$ cat src/rtl/twm_map.svh
// Purpose: register map, field positions, status codes and timing values in ns
// Assumes: Avalon-MM, 32-bit words, byte addresses
// Notes:   included by the transmitter design file only
`ifndef TWM_MAP_SVH
`define TWM_MAP_SVH
`define TWM_OFS_CTRL    4'h0
`define TWM_OFS_STAT    4'h4
`define TWM_OFS_DATA    4'h8
`define TWM_BIT_FLAG    7
`define TWM_BIT_ACKEN   6
`define TWM_BIT_STA     5
`define TWM_BIT_STO     4
`define TWM_BIT_WCOL    3
`define TWM_BIT_EN      2
`define TWM_BIT_IE      0
`define TWM_ST_START    8'h08
`define TWM_ST_RSTART   8'h10
`define TWM_ST_AW_ACK   8'h18
`define TWM_ST_AW_NACK  8'h20
`define TWM_ST_D_ACK    8'h28
`define TWM_ST_D_NACK   8'h30
`define TWM_ST_ARB      8'h38
`define TWM_ST_AR_ACK   8'h40
`define TWM_ST_AR_NACK  8'h48
`define TWM_ST_IDLE     8'hF8
`define TWM_PRE_MASK    8'hF8
`define TWM_HALF_NS     2500
`define TWM_CLK_NS      25
`endif

$ cat src/rtl/twm_pkg.sv
// Purpose: shared types of the two-wire master transmitter
// Assumes: state codes are set here, not in twm_map.svh
// Notes:   struct carries the bus-side view of the pins
package twm_pkg;
  typedef struct packed
  {
    logic scl_o;
    logic scl_oe;
    logic sda_o;
    logic sda_oe;
  } twm_pins_s;
  typedef enum logic [7:0]
  {
    ST_IDLE  = 8'b0000_0001,
    ST_START = 8'b0000_0010,
    ST_BIT   = 8'b0000_0100,
    ST_ACK   = 8'b0000_1000,
    ST_HOLD  = 8'b0001_0000,
    ST_STOP  = 8'b0010_0000,
    ST_RSTRT = 8'b0100_0000,
    ST_WAITB = 8'b1000_0000
  } twm_state_e;
endpackage

$ cat src/rtl/twm_master_tx.sv
// Purpose: two-wire master transmitter with Avalon-MM register slave
// Assumes: 40 MHz CLOCK, synchronous active-low RESETN, open-drain pins
// Notes:   receive and slave modes are out of scope; an address with
//          the read bit ends in a hold with the receive mode marked
`timescale 1ns/100ps
`include "twm_map.svh"
module twm_master_tx
(
  input  wire logic              CLOCK,
  input  wire logic              RESETN,
  input  wire logic [3:0]        AVS_ADDRESS,
  input  wire logic              AVS_READ,
  input  wire logic              AVS_WRITE,
  input  wire logic [31:0]       AVS_WRITEDATA,
  input  wire logic [3:0]        AVS_BYTEENABLE,
  output logic      [31:0]       AVS_READDATA,
  output logic                   AVS_WAITREQUEST,
  input  wire logic              SCL_I,
  input  wire logic              SDA_I,
  output twm_pkg::twm_pins_s     BUS_PINS,
  output logic                   IRQ,
  output logic                   MASTER_RECEIVE_MODE
);
  import twm_pkg::*;
  localparam int HALF_CYC = `TWM_HALF_NS / `TWM_CLK_NS;
  ////////////////////////////////////////////////////////////////////////
  // synchronised bus lines
  logic [1:0] bus_in;
  twm_sync #(.W(2)) u_sync
  (
    .clk  (CLOCK),
    .rst_n(RESETN),
    .din  ({SCL_I, SDA_I}),
    .dout (bus_in)
  );
  wire scl_s = bus_in[1];
  wire sda_s = bus_in[0];
  ////////////////////////////////////////////////////////////////////////
  // registers and state
  logic [7:0] ctrl_ff;
  logic [7:0] data_ff;
  logic [7:0] stat_ff;
  logic [7:0] sh_ff;
  logic [2:0] bit_ff;
  logic [1:0] ph_ff;
  logic [7:0] cnt_ff;
  logic       busy_ff;
  logic       sda_pv_ff;
  logic       scl_pv_ff;
  logic       own_ff;
  logic       addr_ff;
  logic       stpst_ff;
  logic       ack_ff;
  logic       ack_done_ff;
  twm_state_e st_ff;
  twm_state_e nxt_st;
  // bus decode, one-cycle answer
  wire acc      = AVS_READ | AVS_WRITE;
  wire wr_ctrl  = AVS_WRITE & ~AVS_WAITREQUEST
                  & (AVS_ADDRESS == `TWM_OFS_CTRL) & AVS_BYTEENABLE[0];
  wire wr_data  = AVS_WRITE & ~AVS_WAITREQUEST
                  & (AVS_ADDRESS == `TWM_OFS_DATA) & AVS_BYTEENABLE[0];
  wire [7:0] wd = AVS_WRITEDATA[7:0];
  wire flag     = ctrl_ff[`TWM_BIT_FLAG];
  wire enable   = ctrl_ff[`TWM_BIT_EN];
  // writing one to the flag clears it; with the enable bit also set it launches the command in that same write
  wire go       = wr_ctrl & wd[`TWM_BIT_FLAG] & wd[`TWM_BIT_EN];
  wire w_sta    = wd[`TWM_BIT_STA];
  wire w_sto    = wd[`TWM_BIT_STO];
  wire [7:0] rdv = (AVS_ADDRESS == `TWM_OFS_CTRL) ? ctrl_ff :
                   (AVS_ADDRESS == `TWM_OFS_STAT) ? stat_ff :
                   (AVS_ADDRESS == `TWM_OFS_DATA) ? data_ff : 8'h00;
  // bus free tracking: START seen makes busy, STOP frees
  wire st_cond  = scl_s & scl_pv_ff & sda_pv_ff & ~sda_s;
  wire sp_cond  = scl_s & scl_pv_ff & ~sda_pv_ff & sda_s;
  wire tick     = (cnt_ff == 8'(HALF_CYC - 1));
  // data/status states in which a command may follow
  wire in_tx    = (stat_ff == `TWM_ST_AW_ACK) | (stat_ff == `TWM_ST_AW_NACK)
                  | (stat_ff == `TWM_ST_D_ACK) | (stat_ff == `TWM_ST_D_NACK);
  wire in_adr   = (stat_ff == `TWM_ST_START) | (stat_ff == `TWM_ST_RSTART);
  // arbitration lost: released SDA high but line reads low at SCL high
  wire arb_lost = (st_ff == ST_BIT) & (ph_ff == 2'd2) & sh_ff[7] & ~sda_s;
  ////////////////////////////////////////////////////////////////////////
  // next state of the bit engine
  always_comb
  begin
    nxt_st = st_ff;
    unique case (st_ff)
      ST_IDLE:
        if (flag)
          nxt_st = ST_IDLE;
      ST_WAITB:
        if (!busy_ff)
          nxt_st = ST_START;
      ST_START, ST_RSTRT, ST_STOP:
        nxt_st = st_ff;
      ST_BIT:
        if (arb_lost)
          nxt_st = ST_HOLD;
      ST_ACK:
        nxt_st = st_ff;
      ST_HOLD:
        nxt_st = st_ff;
    endcase
  end
  ////////////////////////////////////////////////////////////////////////
  // avalon answer: waitrequest drops one cycle after the request
  always_ff @(posedge CLOCK)
  begin
    if (!RESETN)
    begin
      AVS_WAITREQUEST <= 1'b1;
      AVS_READDATA    <= 32'h0000_0000;
    end
    else
    begin
      AVS_WAITREQUEST <= ~(acc & AVS_WAITREQUEST);
      AVS_READDATA    <= {24'h00_0000, rdv};
    end
  end
  // line history for condition detection and timer
  always_ff @(posedge CLOCK)
  begin
    if (!RESETN)
    begin
      scl_pv_ff <= 1'b1;
      sda_pv_ff <= 1'b1;
      busy_ff   <= 1'b0;
      cnt_ff    <= 8'h00;
    end
    else
    begin
      scl_pv_ff <= scl_s;
      sda_pv_ff <= sda_s;
      busy_ff   <= st_cond ? 1'b1 : (sp_cond ? 1'b0 : busy_ff);
      cnt_ff    <= (tick || st_ff == ST_IDLE || st_ff == ST_HOLD
                    || st_ff == ST_WAITB) ? 8'h00 : cnt_ff + 8'h01;
    end
  end
  ////////////////////////////////////////////////////////////////////////
  // protocol engine with register side effects
  always_ff @(posedge CLOCK)
  begin
    if (!RESETN)
    begin
      ctrl_ff  <= 8'h00;
      data_ff  <= 8'hFF;
      stat_ff  <= `TWM_ST_IDLE;
      st_ff    <= ST_IDLE;
      sh_ff    <= 8'hFF;
      bit_ff   <= 3'd0;
      ph_ff    <= 2'd0;
      own_ff   <= 1'b0;
      addr_ff  <= 1'b0;
      stpst_ff <= 1'b0;
      ack_ff   <= 1'b0;
      ack_done_ff <= 1'b0;
      BUS_PINS <= '{scl_o: 1'b0, scl_oe: 1'b0, sda_o: 1'b0, sda_oe: 1'b0};
      IRQ      <= 1'b0;
      MASTER_RECEIVE_MODE <= 1'b0;
    end
    else
    begin
      IRQ <= flag & ctrl_ff[`TWM_BIT_IE];
      // data writes only land while the flag is high
      if (wr_data)
      begin
        if (flag)
          data_ff <= wd;
        else
          ctrl_ff[`TWM_BIT_WCOL] <= 1'b1;
      end
      if (wr_ctrl)
      begin
        ctrl_ff[`TWM_BIT_ACKEN] <= wd[`TWM_BIT_ACKEN];
        ctrl_ff[`TWM_BIT_STA]   <= w_sta;
        ctrl_ff[`TWM_BIT_STO]   <= w_sto;
        ctrl_ff[`TWM_BIT_EN]    <= wd[`TWM_BIT_EN];
        ctrl_ff[`TWM_BIT_IE]    <= wd[`TWM_BIT_IE];
        if (wd[`TWM_BIT_FLAG])
          ctrl_ff[`TWM_BIT_FLAG] <= 1'b0;
        if (wd[`TWM_BIT_WCOL])
          ctrl_ff[`TWM_BIT_WCOL] <= 1'b0;
      end
      // command dispatch on flag clear; engine idles while flag set
      if (go && (st_ff == ST_IDLE || st_ff == ST_HOLD))
      begin
        ph_ff <= 2'd0;
        if (w_sto && own_ff && (in_tx || stat_ff == `TWM_ST_ARB))
        begin
          stpst_ff <= w_sta;
          st_ff    <= ST_STOP;
        end
        else if (w_sta && own_ff && in_tx)
          st_ff <= ST_RSTRT;
        else if (w_sta)
          st_ff <= ST_WAITB;
        else if (own_ff && (in_adr || in_tx))
        begin
          sh_ff   <= data_ff;
          addr_ff <= in_adr;
          bit_ff  <= 3'd7;
          st_ff   <= ST_BIT;
        end
        else if (stat_ff == `TWM_ST_ARB)
        begin
          own_ff  <= 1'b0;
          BUS_PINS.scl_oe <= 1'b0;
          BUS_PINS.sda_oe <= 1'b0;
          stat_ff <= `TWM_ST_IDLE;
          st_ff   <= ST_IDLE;
        end
      end
      else if (enable)
      begin
        unique case (st_ff)
          ST_WAITB:
            st_ff <= nxt_st;
          // sda falls while scl high, then scl falls
          ST_START, ST_RSTRT:
            if (tick)
            begin
              ph_ff <= ph_ff + 2'd1;
              unique case (ph_ff)
                2'd0:
                begin
                  BUS_PINS.sda_oe <= 1'b0;
                  BUS_PINS.scl_oe <= (st_ff == ST_RSTRT);
                end
                2'd1: BUS_PINS.scl_oe <= 1'b0;
                2'd2: BUS_PINS.sda_oe <= 1'b1;
                2'd3:
                begin
                  BUS_PINS.scl_oe <= 1'b1;
                  own_ff  <= 1'b1;
                  ctrl_ff[`TWM_BIT_FLAG] <= 1'b1;
                  stat_ff <= (st_ff == ST_RSTRT) ? `TWM_ST_RSTART
                                                 : `TWM_ST_START;
                  st_ff   <= ST_IDLE;
                end
              endcase
            end
          // each bit: low phase sets data, first high phase samples
          ST_BIT, ST_ACK:
            if (arb_lost)
            begin
              BUS_PINS.sda_oe <= 1'b0;
              ctrl_ff[`TWM_BIT_FLAG] <= 1'b1;
              stat_ff <= `TWM_ST_ARB;
              own_ff  <= 1'b0;
              st_ff   <= ST_HOLD;
            end
            else if (tick)
            begin
              ph_ff <= ph_ff + 2'd1;
              unique case (ph_ff)
                2'd0: BUS_PINS.sda_oe <= (st_ff == ST_BIT) & ~sh_ff[7];
                2'd1: BUS_PINS.scl_oe <= 1'b0;
                2'd2: ack_ff <= sda_s;
                2'd3:
                begin
                  BUS_PINS.scl_oe <= 1'b1;
                  if (st_ff == ST_BIT && bit_ff != 3'd0)
                  begin
                    bit_ff <= bit_ff - 3'd1;
                    sh_ff  <= {sh_ff[6:0], 1'b1};
                  end
                  else if (st_ff == ST_BIT)
                    st_ff <= ST_ACK;
                  else
                  begin
                    ctrl_ff[`TWM_BIT_FLAG] <= 1'b1;
                    BUS_PINS.sda_oe <= 1'b0;
                    st_ff <= ST_IDLE;
                    if (addr_ff && data_ff[0])
                    begin
                      MASTER_RECEIVE_MODE <= 1'b1;
                      stat_ff <= ack_ff ? `TWM_ST_AR_NACK : `TWM_ST_AR_ACK;
                    end
                    else if (addr_ff)
                      stat_ff <= ack_ff ? `TWM_ST_AW_NACK
                                        : `TWM_ST_AW_ACK;
                    else
                      stat_ff <= ack_ff ? `TWM_ST_D_NACK
                                        : `TWM_ST_D_ACK;
                  end
                end
              endcase
            end
          // sda low, scl released, sda released while scl high
          ST_STOP:
            if (tick)
            begin
              ph_ff <= ph_ff + 2'd1;
              unique case (ph_ff)
                2'd0: BUS_PINS.sda_oe <= 1'b1;
                2'd1: BUS_PINS.scl_oe <= 1'b0;
                2'd2: BUS_PINS.sda_oe <= 1'b0;
                2'd3:
                begin
                  ctrl_ff[`TWM_BIT_STO] <= 1'b0;
                  own_ff  <= 1'b0;
                  MASTER_RECEIVE_MODE <= 1'b0;
                  stat_ff <= `TWM_ST_IDLE;
                  st_ff   <= stpst_ff ? ST_WAITB : ST_IDLE;
                end
              endcase
            end
          default:
            st_ff <= st_ff;
        endcase
      end
      BUS_PINS.scl_o <= 1'b0;
      BUS_PINS.sda_o <= 1'b0;
    end
  end
  // status low three bits always read zero (no prescaler here)
endmodule // twm_master_tx

$ cat src/rtl/twm_sync.sv
// Purpose: two flip-flop synchroniser for the bus lines
// Assumes: inputs asynchronous to CLOCK
// Notes:   only the second stage is read outside
`timescale 1ns/100ps
module twm_sync
#(
  parameter int W = 2
)
(
  input  wire logic         clk,
  input  wire logic         rst_n,
  input  wire logic [W-1:0] din,
  output logic      [W-1:0] dout
);
  logic [W-1:0] meta_ff;
  // first stage feeds second stage only; idle bus reads high
  always_ff @(posedge clk)
  begin
    if (!rst_n)
    begin
      meta_ff <= {W{1'b1}};
      dout    <= {W{1'b1}};
    end
    else
    begin
      meta_ff <= din;
      dout    <= meta_ff;
    end
  end
endmodule // twm_sync
$ cat config.mk
export PLATFORM = sky130hd
export DESIGN_NAME = twm_master_tx
export DESIGN_NICKNAME = d
export VERILOG_FILES = /design/src/rtl/twm_pkg.sv /design/src/rtl/twm_master_tx.sv /design/src/rtl/twm_sync.sv
export VERILOG_INCLUDE_DIRS = /design/src /design/src/rtl
export SDC_FILE = /design/constraint.sdc
export NUM_CORES = 1
export LEC_CHECK = 0
export BUFFER_PORTS_ARGS = -buffer_cell sky130_fd_sc_hd__buf_2
export CORE_MARGIN = 3
export CORE_UTILIZATION = 42
export DETAILED_ROUTE_END_ITERATION = 10
export SLEW_MARGIN = 20
export SYNTH_ARGS = -nofsm -noshare
export SYNTH_HDL_FRONTEND = slang
export SYNTH_SLANG_ARGS = --single-unit
$ cat constraint.sdc
create_clock -name CLOCK -period 3.35 [get_ports CLOCK]
set_clock_uncertainty 0.2 [all_clocks]
set_input_delay 0.5025 -clock CLOCK [delete_from_list [all_inputs] [get_ports CLOCK]]
set_output_delay 0.5025 -clock CLOCK [all_outputs]
set_load 0.01 [all_outputs]
==> After elaboration in Yosys (flattened, before gate mapping) <==
Index checks and enable logic that the tools add are counted.
{ "classes": {"add_sub_neg": 3, "eq_ne": 57, "muxes": 134, "bitwise_logic": 34, "reduce_logical": 44} }
{ "ops": {"columns": ["op", "n"], "rows": [
  ["8-bit two-way mux", 47],
  ["1-bit two-way mux", 53],
  ["8-bit by 6-bit == test with 1-bit output, second input constant", 5],
  ["3-bit two-way mux", 11],
  ["8-bit case mux with 4 select lines", 1],
  ["15-bit AND reduction", 2],
  ["8-bit by 5-bit == test with 1-bit output, second input constant", 3],
  ["2-bit != test, second input constant", 12],
  ["4-bit != test, second input constant", 6],
  ["8-bit case mux with 3 select lines", 1],
  ["11-bit AND reduction", 2],
  ["3-bit != test, second input constant", 7],
  ["5-bit != test, second input constant", 4],
  ["1-bit AND", 18],
  ["6-bit two-way mux", 3],
  ["8-bit by 4-bit == test with 1-bit output, second input constant", 2],
  ["8-bit by 7-bit == test with 1-bit output, second input constant", 2],
  ["2-bit nonzero test", 8],
  ["14-bit AND reduction", 1],
  ["1-bit case mux with 2 select lines", 6],
  ["1-bit case mux with 3 select lines", 4],
  ["12-bit AND reduction", 1],
  ["1-bit inverter", 11],
  ["5-bit two-way mux", 2],
  ["other kinds (34)", 60]
]} }
{ "word_totals": {"ff_bits": 102, "in_bits": 46, "out_inout_bits": 39, "word_cells": 299} }

==> Longest topological paths before layout <==
{ "logic_depth": {"depth_word": 15, "depth_mapped": 10, "mapped_depth_nobuf": 9} }

==> By module <==
A second synthesis with hierarchy kept.
{ "unflattened": {"cells_unflattened": 444, "hier_area_um2": 3955.0} }
{ "modules_own_cells": {"columns": ["module", "n_inst", "cells_per_inst", "area_per_inst_um2", "seq_area_each_um2"], "rows": [
  ["twm_master_tx", 1, 436, 3849.9, 1381.3],
  ["twm_sync", 1, 8, 105.1, 80.1]
]} }

==> Worst setup path before layout <==
OpenSTA, ideal clock, no wires.
{ "synth_path": {"path_type": "input to register", "from": "input AVS_ADDRESS[2]", "to": "register stat_ff[4]", "setup_time_ps": 121, "arrival_ps": 2187, "required_time_ps": 3029, "slack_ps": 842, "path_stages": 8, "n_path_buf": 2, "path_cell_list": "buf_6 > nor4_4 > and2_1 > buf_6 > and3_4 > a21oi_4 > a211oi_4 > mux2_4"} }
{ "synth_via": {"elab_chain_len": 8, "word_cells_on_any_way": 23, "classes_between": "eq/ne: 13; mux: 1; bitwise: 4; reduce/logical: 5"} }
{ "synth_rtl": {"columns": ["element", "line", "source"], "rows": [
  ["start, declared", "twm_master_tx.sv:11", "input wire logic [3:0] AVS_ADDRESS,"],
  ["4-bit logical NOT (no line) (*)", null, null],
  ["1-bit AND (*) (2 in a row)", "twm_master_tx.sv:59", "wire wr_ctrl = AVS_WRITE & ~AVS_WAITREQUEST"],
  ["1-bit AND (*) (2 in a row)", "twm_master_tx.sv:67", "wire go = wr_ctrl & wd[`TWM_BIT_FLAG] & wd[`TWM_BIT_EN];"],
  ["1-bit logical AND (*)", "twm_master_tx.sv:186", "if (go && (st_ff == ST_IDLE || st_ff == ST_HOLD))"],
  ["4-bit != test (no line), or another cell as far along", null, null],
  ["15-bit AND reduction (no line)", null, null],
  ["end signal, assigned", "twm_master_tx.sv:210", "stat_ff <= `TWM_ST_IDLE;"],
  ["end signal, assigned", "twm_master_tx.sv:237", "stat_ff <= (st_ff == ST_RSTRT) ? `TWM_ST_RSTART"],
  ["end signal, assigned", "twm_master_tx.sv:249", "stat_ff <= `TWM_ST_ARB;"],
  ["end, declared", "twm_master_tx.sv:42", "logic [7:0] stat_ff;"]
]} }
Mark *: on every way between the ends. The rest lies on a longest branch, timed or not.
A chain may end at the register's enable or synchronous reset.

==> Worst setup path in the final report <==
{ "layout_path": {"from": "register ph_ff[0]", "to": "register sh_ff[7]"} }
{ "layout_via": {"elab_chain_len": 6, "word_cells_on_any_way": 8, "classes_between": "eq/ne: 3; bitwise: 3; reduce/logical: 2"} }
{ "layout_rtl": {"columns": ["element", "line", "source"], "rows": [
  ["start, declared", "twm_master_tx.sv:45", "logic [1:0] ph_ff;"],
  ["start signal, assigned", "twm_master_tx.sv:223", "ph_ff <= ph_ff + 2'd1;"],
  ["start signal, assigned", "twm_master_tx.sv:255", "ph_ff <= ph_ff + 2'd1;"],
  ["start signal, assigned", "twm_master_tx.sv:294", "ph_ff <= ph_ff + 2'd1;"],
  ["2-bit == test", "twm_master_tx.sv:82", "wire arb_lost = (st_ff == ST_BIT) & (ph_ff == 2'd2) & sh_ff[7] & ~sda_s;"],
  ["1-bit AND (3 in a row)", "twm_master_tx.sv:82", null],
  ["2-bit by 1-bit != test with 1-bit output (no line)", null, null],
  ["10-bit AND reduction (no line) (*)", null, null],
  ["end signal, assigned", "twm_master_tx.sv:200", "sh_ff <= data_ff;"],
  ["end signal, assigned", "twm_master_tx.sv:266", "sh_ff <= {sh_ff[6:0], 1'b1};"],
  ["end, declared", "twm_master_tx.sv:43", "logic [7:0] sh_ff;"]
]} }
Marked as above.

==> flow_metrics.tcl <==
set metrics [dict create \
    postCtsHoldBufs 0 \
    layout_commonest_cell "dfxtp_1" \
    first_pass_iters 5 \
    worstPathMaxFanout 20 \
    arrival_ns 2.74 \
    drt_wl_total_mm 9.80 \
    overflow 0 \
    grt_util_met2_pct 29.3 \
    place_congestion 0.917 \
    coreArea_um2 8980 \
    drive_gt1_share_pct 14.9 \
    status "finished clean" \
    areaGrowthSynthToFinish_pct 10.0 \
    fmax_mhz 368 \
    ctsResizeCount 0 \
    drtIter0Drc 280 \
    crit_required_ns 3.37 \
    grt_usage_pct 19.2 \
    cts.path.max_buffers 2 \
    ys_seq_area_share_pct 36.8 \
    async_flop_share_pct 0 \
    seqCellArea_um2 1460 \
    crit_type "reg -> reg" \
    grt_pass1_vias 3062 \
    synth-seq-cells 73 \
    htree_num_levels 3 \
    r2r_setup_slack_ns 0.63 \
    period_share_pct 81.1 \
    fillerInstances 885 \
    fin_nets 559 \
    dp_hpwl_mm 7.00 \
    critPathMaxStageDelay_ns 0.49 \
    cp_slowest_cell "o221a_2" \
    ff2ff_path_depth 7 \
    finalSetupTns_ns 0 \
    worst_setup_path_start_kind "register" \
    use_met3_pct 3.15 \
    hold_viol 0 \
    ys_warn_count 0 \
    yosysTopAreaCell "dfxtp_1" \
    multiInputGateArea_um2 2230 \
    slew_viol_final 0 \
    clock_sinks 73 \
    postCtsSetupBuffers 0 \
    whs_path_depth 2 \
    ant_nets 0 \
    end_kind "register" \
    synth_ff_type "dfxtp_1" \
    antenna_found_initial 0 \
    drc_errors 0 \
    syn_inst 474 \
    worstMarginPinSlew_ns 0.559 \
    synth.distinct_cells 70 \
    placedCellCount 620 \
    final_area_um2 4370 \
    layout_common_cells "dfxtp_1 (73), nand2_1 (58), nor2_1 (49), buf_2 (31), conb_1 (26)" \
    ir_worst_vdd_mv 0.208 \
    crit_chain "ha_1, nor2b_1, nand4_2, a2111oi_2, o221a_2, and3_1, o21ai_0" \
    p_leak_nw 1.84 \
    fin_ws_ns 0.632 \
    clock_latency_ns 0.36 \
    rsz0062_at_grt "no" \
    r2r-start "ph_ff[0]$_SDFFE_PP0P_" \
    dp_slack_ns 0.506 \
    setup_violations 0 \
    root_buffer "clkbuf_8" \
    pin_count 85 \
    cts-buffers-inserted 9 \
    finalPower_mw 1.74 \
    path_delay_family "compound AO/OA/AOI/OAI gates" \
    grt_start_max_net_pins 50 \
    dieArea_um2 10700 \
    grt_use_met1_pct 27.0 \
    synth_edf_count 0 \
    hold_ws_ns 0.121 \
    wl_per_cell_um 15.4 \
    cts_tree "yes" \
    grt_pass1_wl_mm 15.7 \
    yosys-top-cells-area "dfxtp_1 (37%), mux2i_1 (5.5%), nand2_1 (5.5%)" \
    start_util_pct 44.3 \
    hold_start "SDA_I" \
    grt_busiest_layer "met2" \
    final_core_util_pct 48.7 \
    num_rows 34 \
    syn_avg_cell_area_um2 8.39 \
    diodes 0 \
    die_h_um 103 \
    synth_top_area_share_pct 36.8 \
    io_buffer_count 31 \
    viasPerCell 5.36 \
    maxSlewHeadroom_pct 62.6 \
    die_x_um 103 \
    final_cells 636 \
    hold_end "u_sync.meta_ff[0]$_SDFF_PN1_" \
    num_vias 3408 \
    clkTransAtPathRegs_ns 0.08 \
    path_buf_inv 0 \
    rr_endpoint "sh_ff[7]$_SDFFE_PN1P_" \
    power.density_nw_per_um2 397 \
    max-cap-violations 0 \
    fin_crit_ns 2.72 \
    synth_area_um2 3980 \
    placed_area_um2 4160 \
    hold_class "in -> reg" \
]
[final cells by class]
cell class | instances | share of cell area (%)
multi-input cells | 361 | 51.0
flip-flops and latches | 73 | 33.4
repair buffers | 42 | 5.44
well taps | 126 | 3.61
clock buffers | 10 | 2.92
clock inverters | 6 | 2.06
inverters | 18 | 1.55
[sequential cells by signal, summed over array words and instances (netlist names), 3 cells and up]
name / count
data_ff: 8
bit_ff: 3
stat_ff: 5
cnt_ff: 8
sh_ff: 8
st_ff: 8
ctrl_ff: 7
AVS_READDATA: 8
[worst max path at each step]
stage                                     start                      end  slack, ns  depth (start not counted)
after global routing      ph_ff[0]$_SDFFE_PP0P_    sh_ff[0]$_SDFFE_PN1P_       0.42                          7
after CTS                 ph_ff[0]$_SDFFE_PP0P_    sh_ff[7]$_SDFFE_PN1P_       0.63                          7
after detailed placement         AVS_ADDRESS[3]  stat_ff[4]$_SDFFE_PN1P_       0.51                          7
after floorplan                  AVS_ADDRESS[2]  stat_ff[4]$_SDFFE_PN1P_       0.84                          8
after global placement           AVS_ADDRESS[3]  stat_ff[6]$_SDFFE_PN1P_       0.53                          7
final                     ph_ff[0]$_SDFFE_PP0P_    sh_ff[7]$_SDFFE_PN1P_       0.63                          7
[report_power, final]
group | internal [mW] | switching, mW | leakage [nW] | total [mW]
logic | 0.0247 | 0.0573 | 1.14 | 0.0819
registers | 0.874 | 0.00340 | 0.591 | 0.878
clock network | 0.422 | 0.355 | 0.107 | 0.777
[cells by family (layout without fill, tap and decap cells)]
family | after synthesis | count (layout) | share of synthesized area (%)
buf+inv | 65 | 76 | 9.47
fa+ha+maj | 8 | 8 | 2.52
simple gates | 203 | 203 | 26.8
mux | 25 | 25 | 6.58
xor+xnor | 13 | 13 | 2.86
compound gates | 86 | 86 | 15.0
other cells | 1 | 26 | 0.0943
flops | 73 | 73 | 36.8
[synth_stat cells (all sizes together), types with 2 or more instances]
cell type and number:
dfxtp 73, nand2 58, nor2 49, buf 36, a21oi 26, mux2i 22, o21ai 20, inv 18
nor3 17, and3 15, nand3 14, nand2b 12, clkbuf 11, ha 8, xnor2 8, a211oi 6
or3 6, nand4b 5, nor4 5, o211ai 5, xor2 5, a22oi 3, and2 3, mux2 3
nor2b 3, a21o 2, a311oi 2, a31o 2, a31oi 2, and3b 2, nand3b 2, nand4 2
nor4bb 2, o21a 2, o311ai 2, o31ai 2, or2 2, or4 2
[worst register-to-register path, stage by stage (launching register included)]
cell,delay [ns]
dfxtp_1,0.41
ha_1,0.36
nor2b_1,0.20
nand4_2,0.18
a2111oi_2,0.42
o221a_2,0.49
and3_1,0.24
o21ai_0,0.07
[metal layers]
layer / routed length (µm) / up-vias
met5: 0 / -
met4: 155 / 0
met3: 613 / 19
met2: 4470 / 120
met1: 4560 / 1602
li1: - / 1667
No activity file was read; power rests on OpenSTA's default activity.
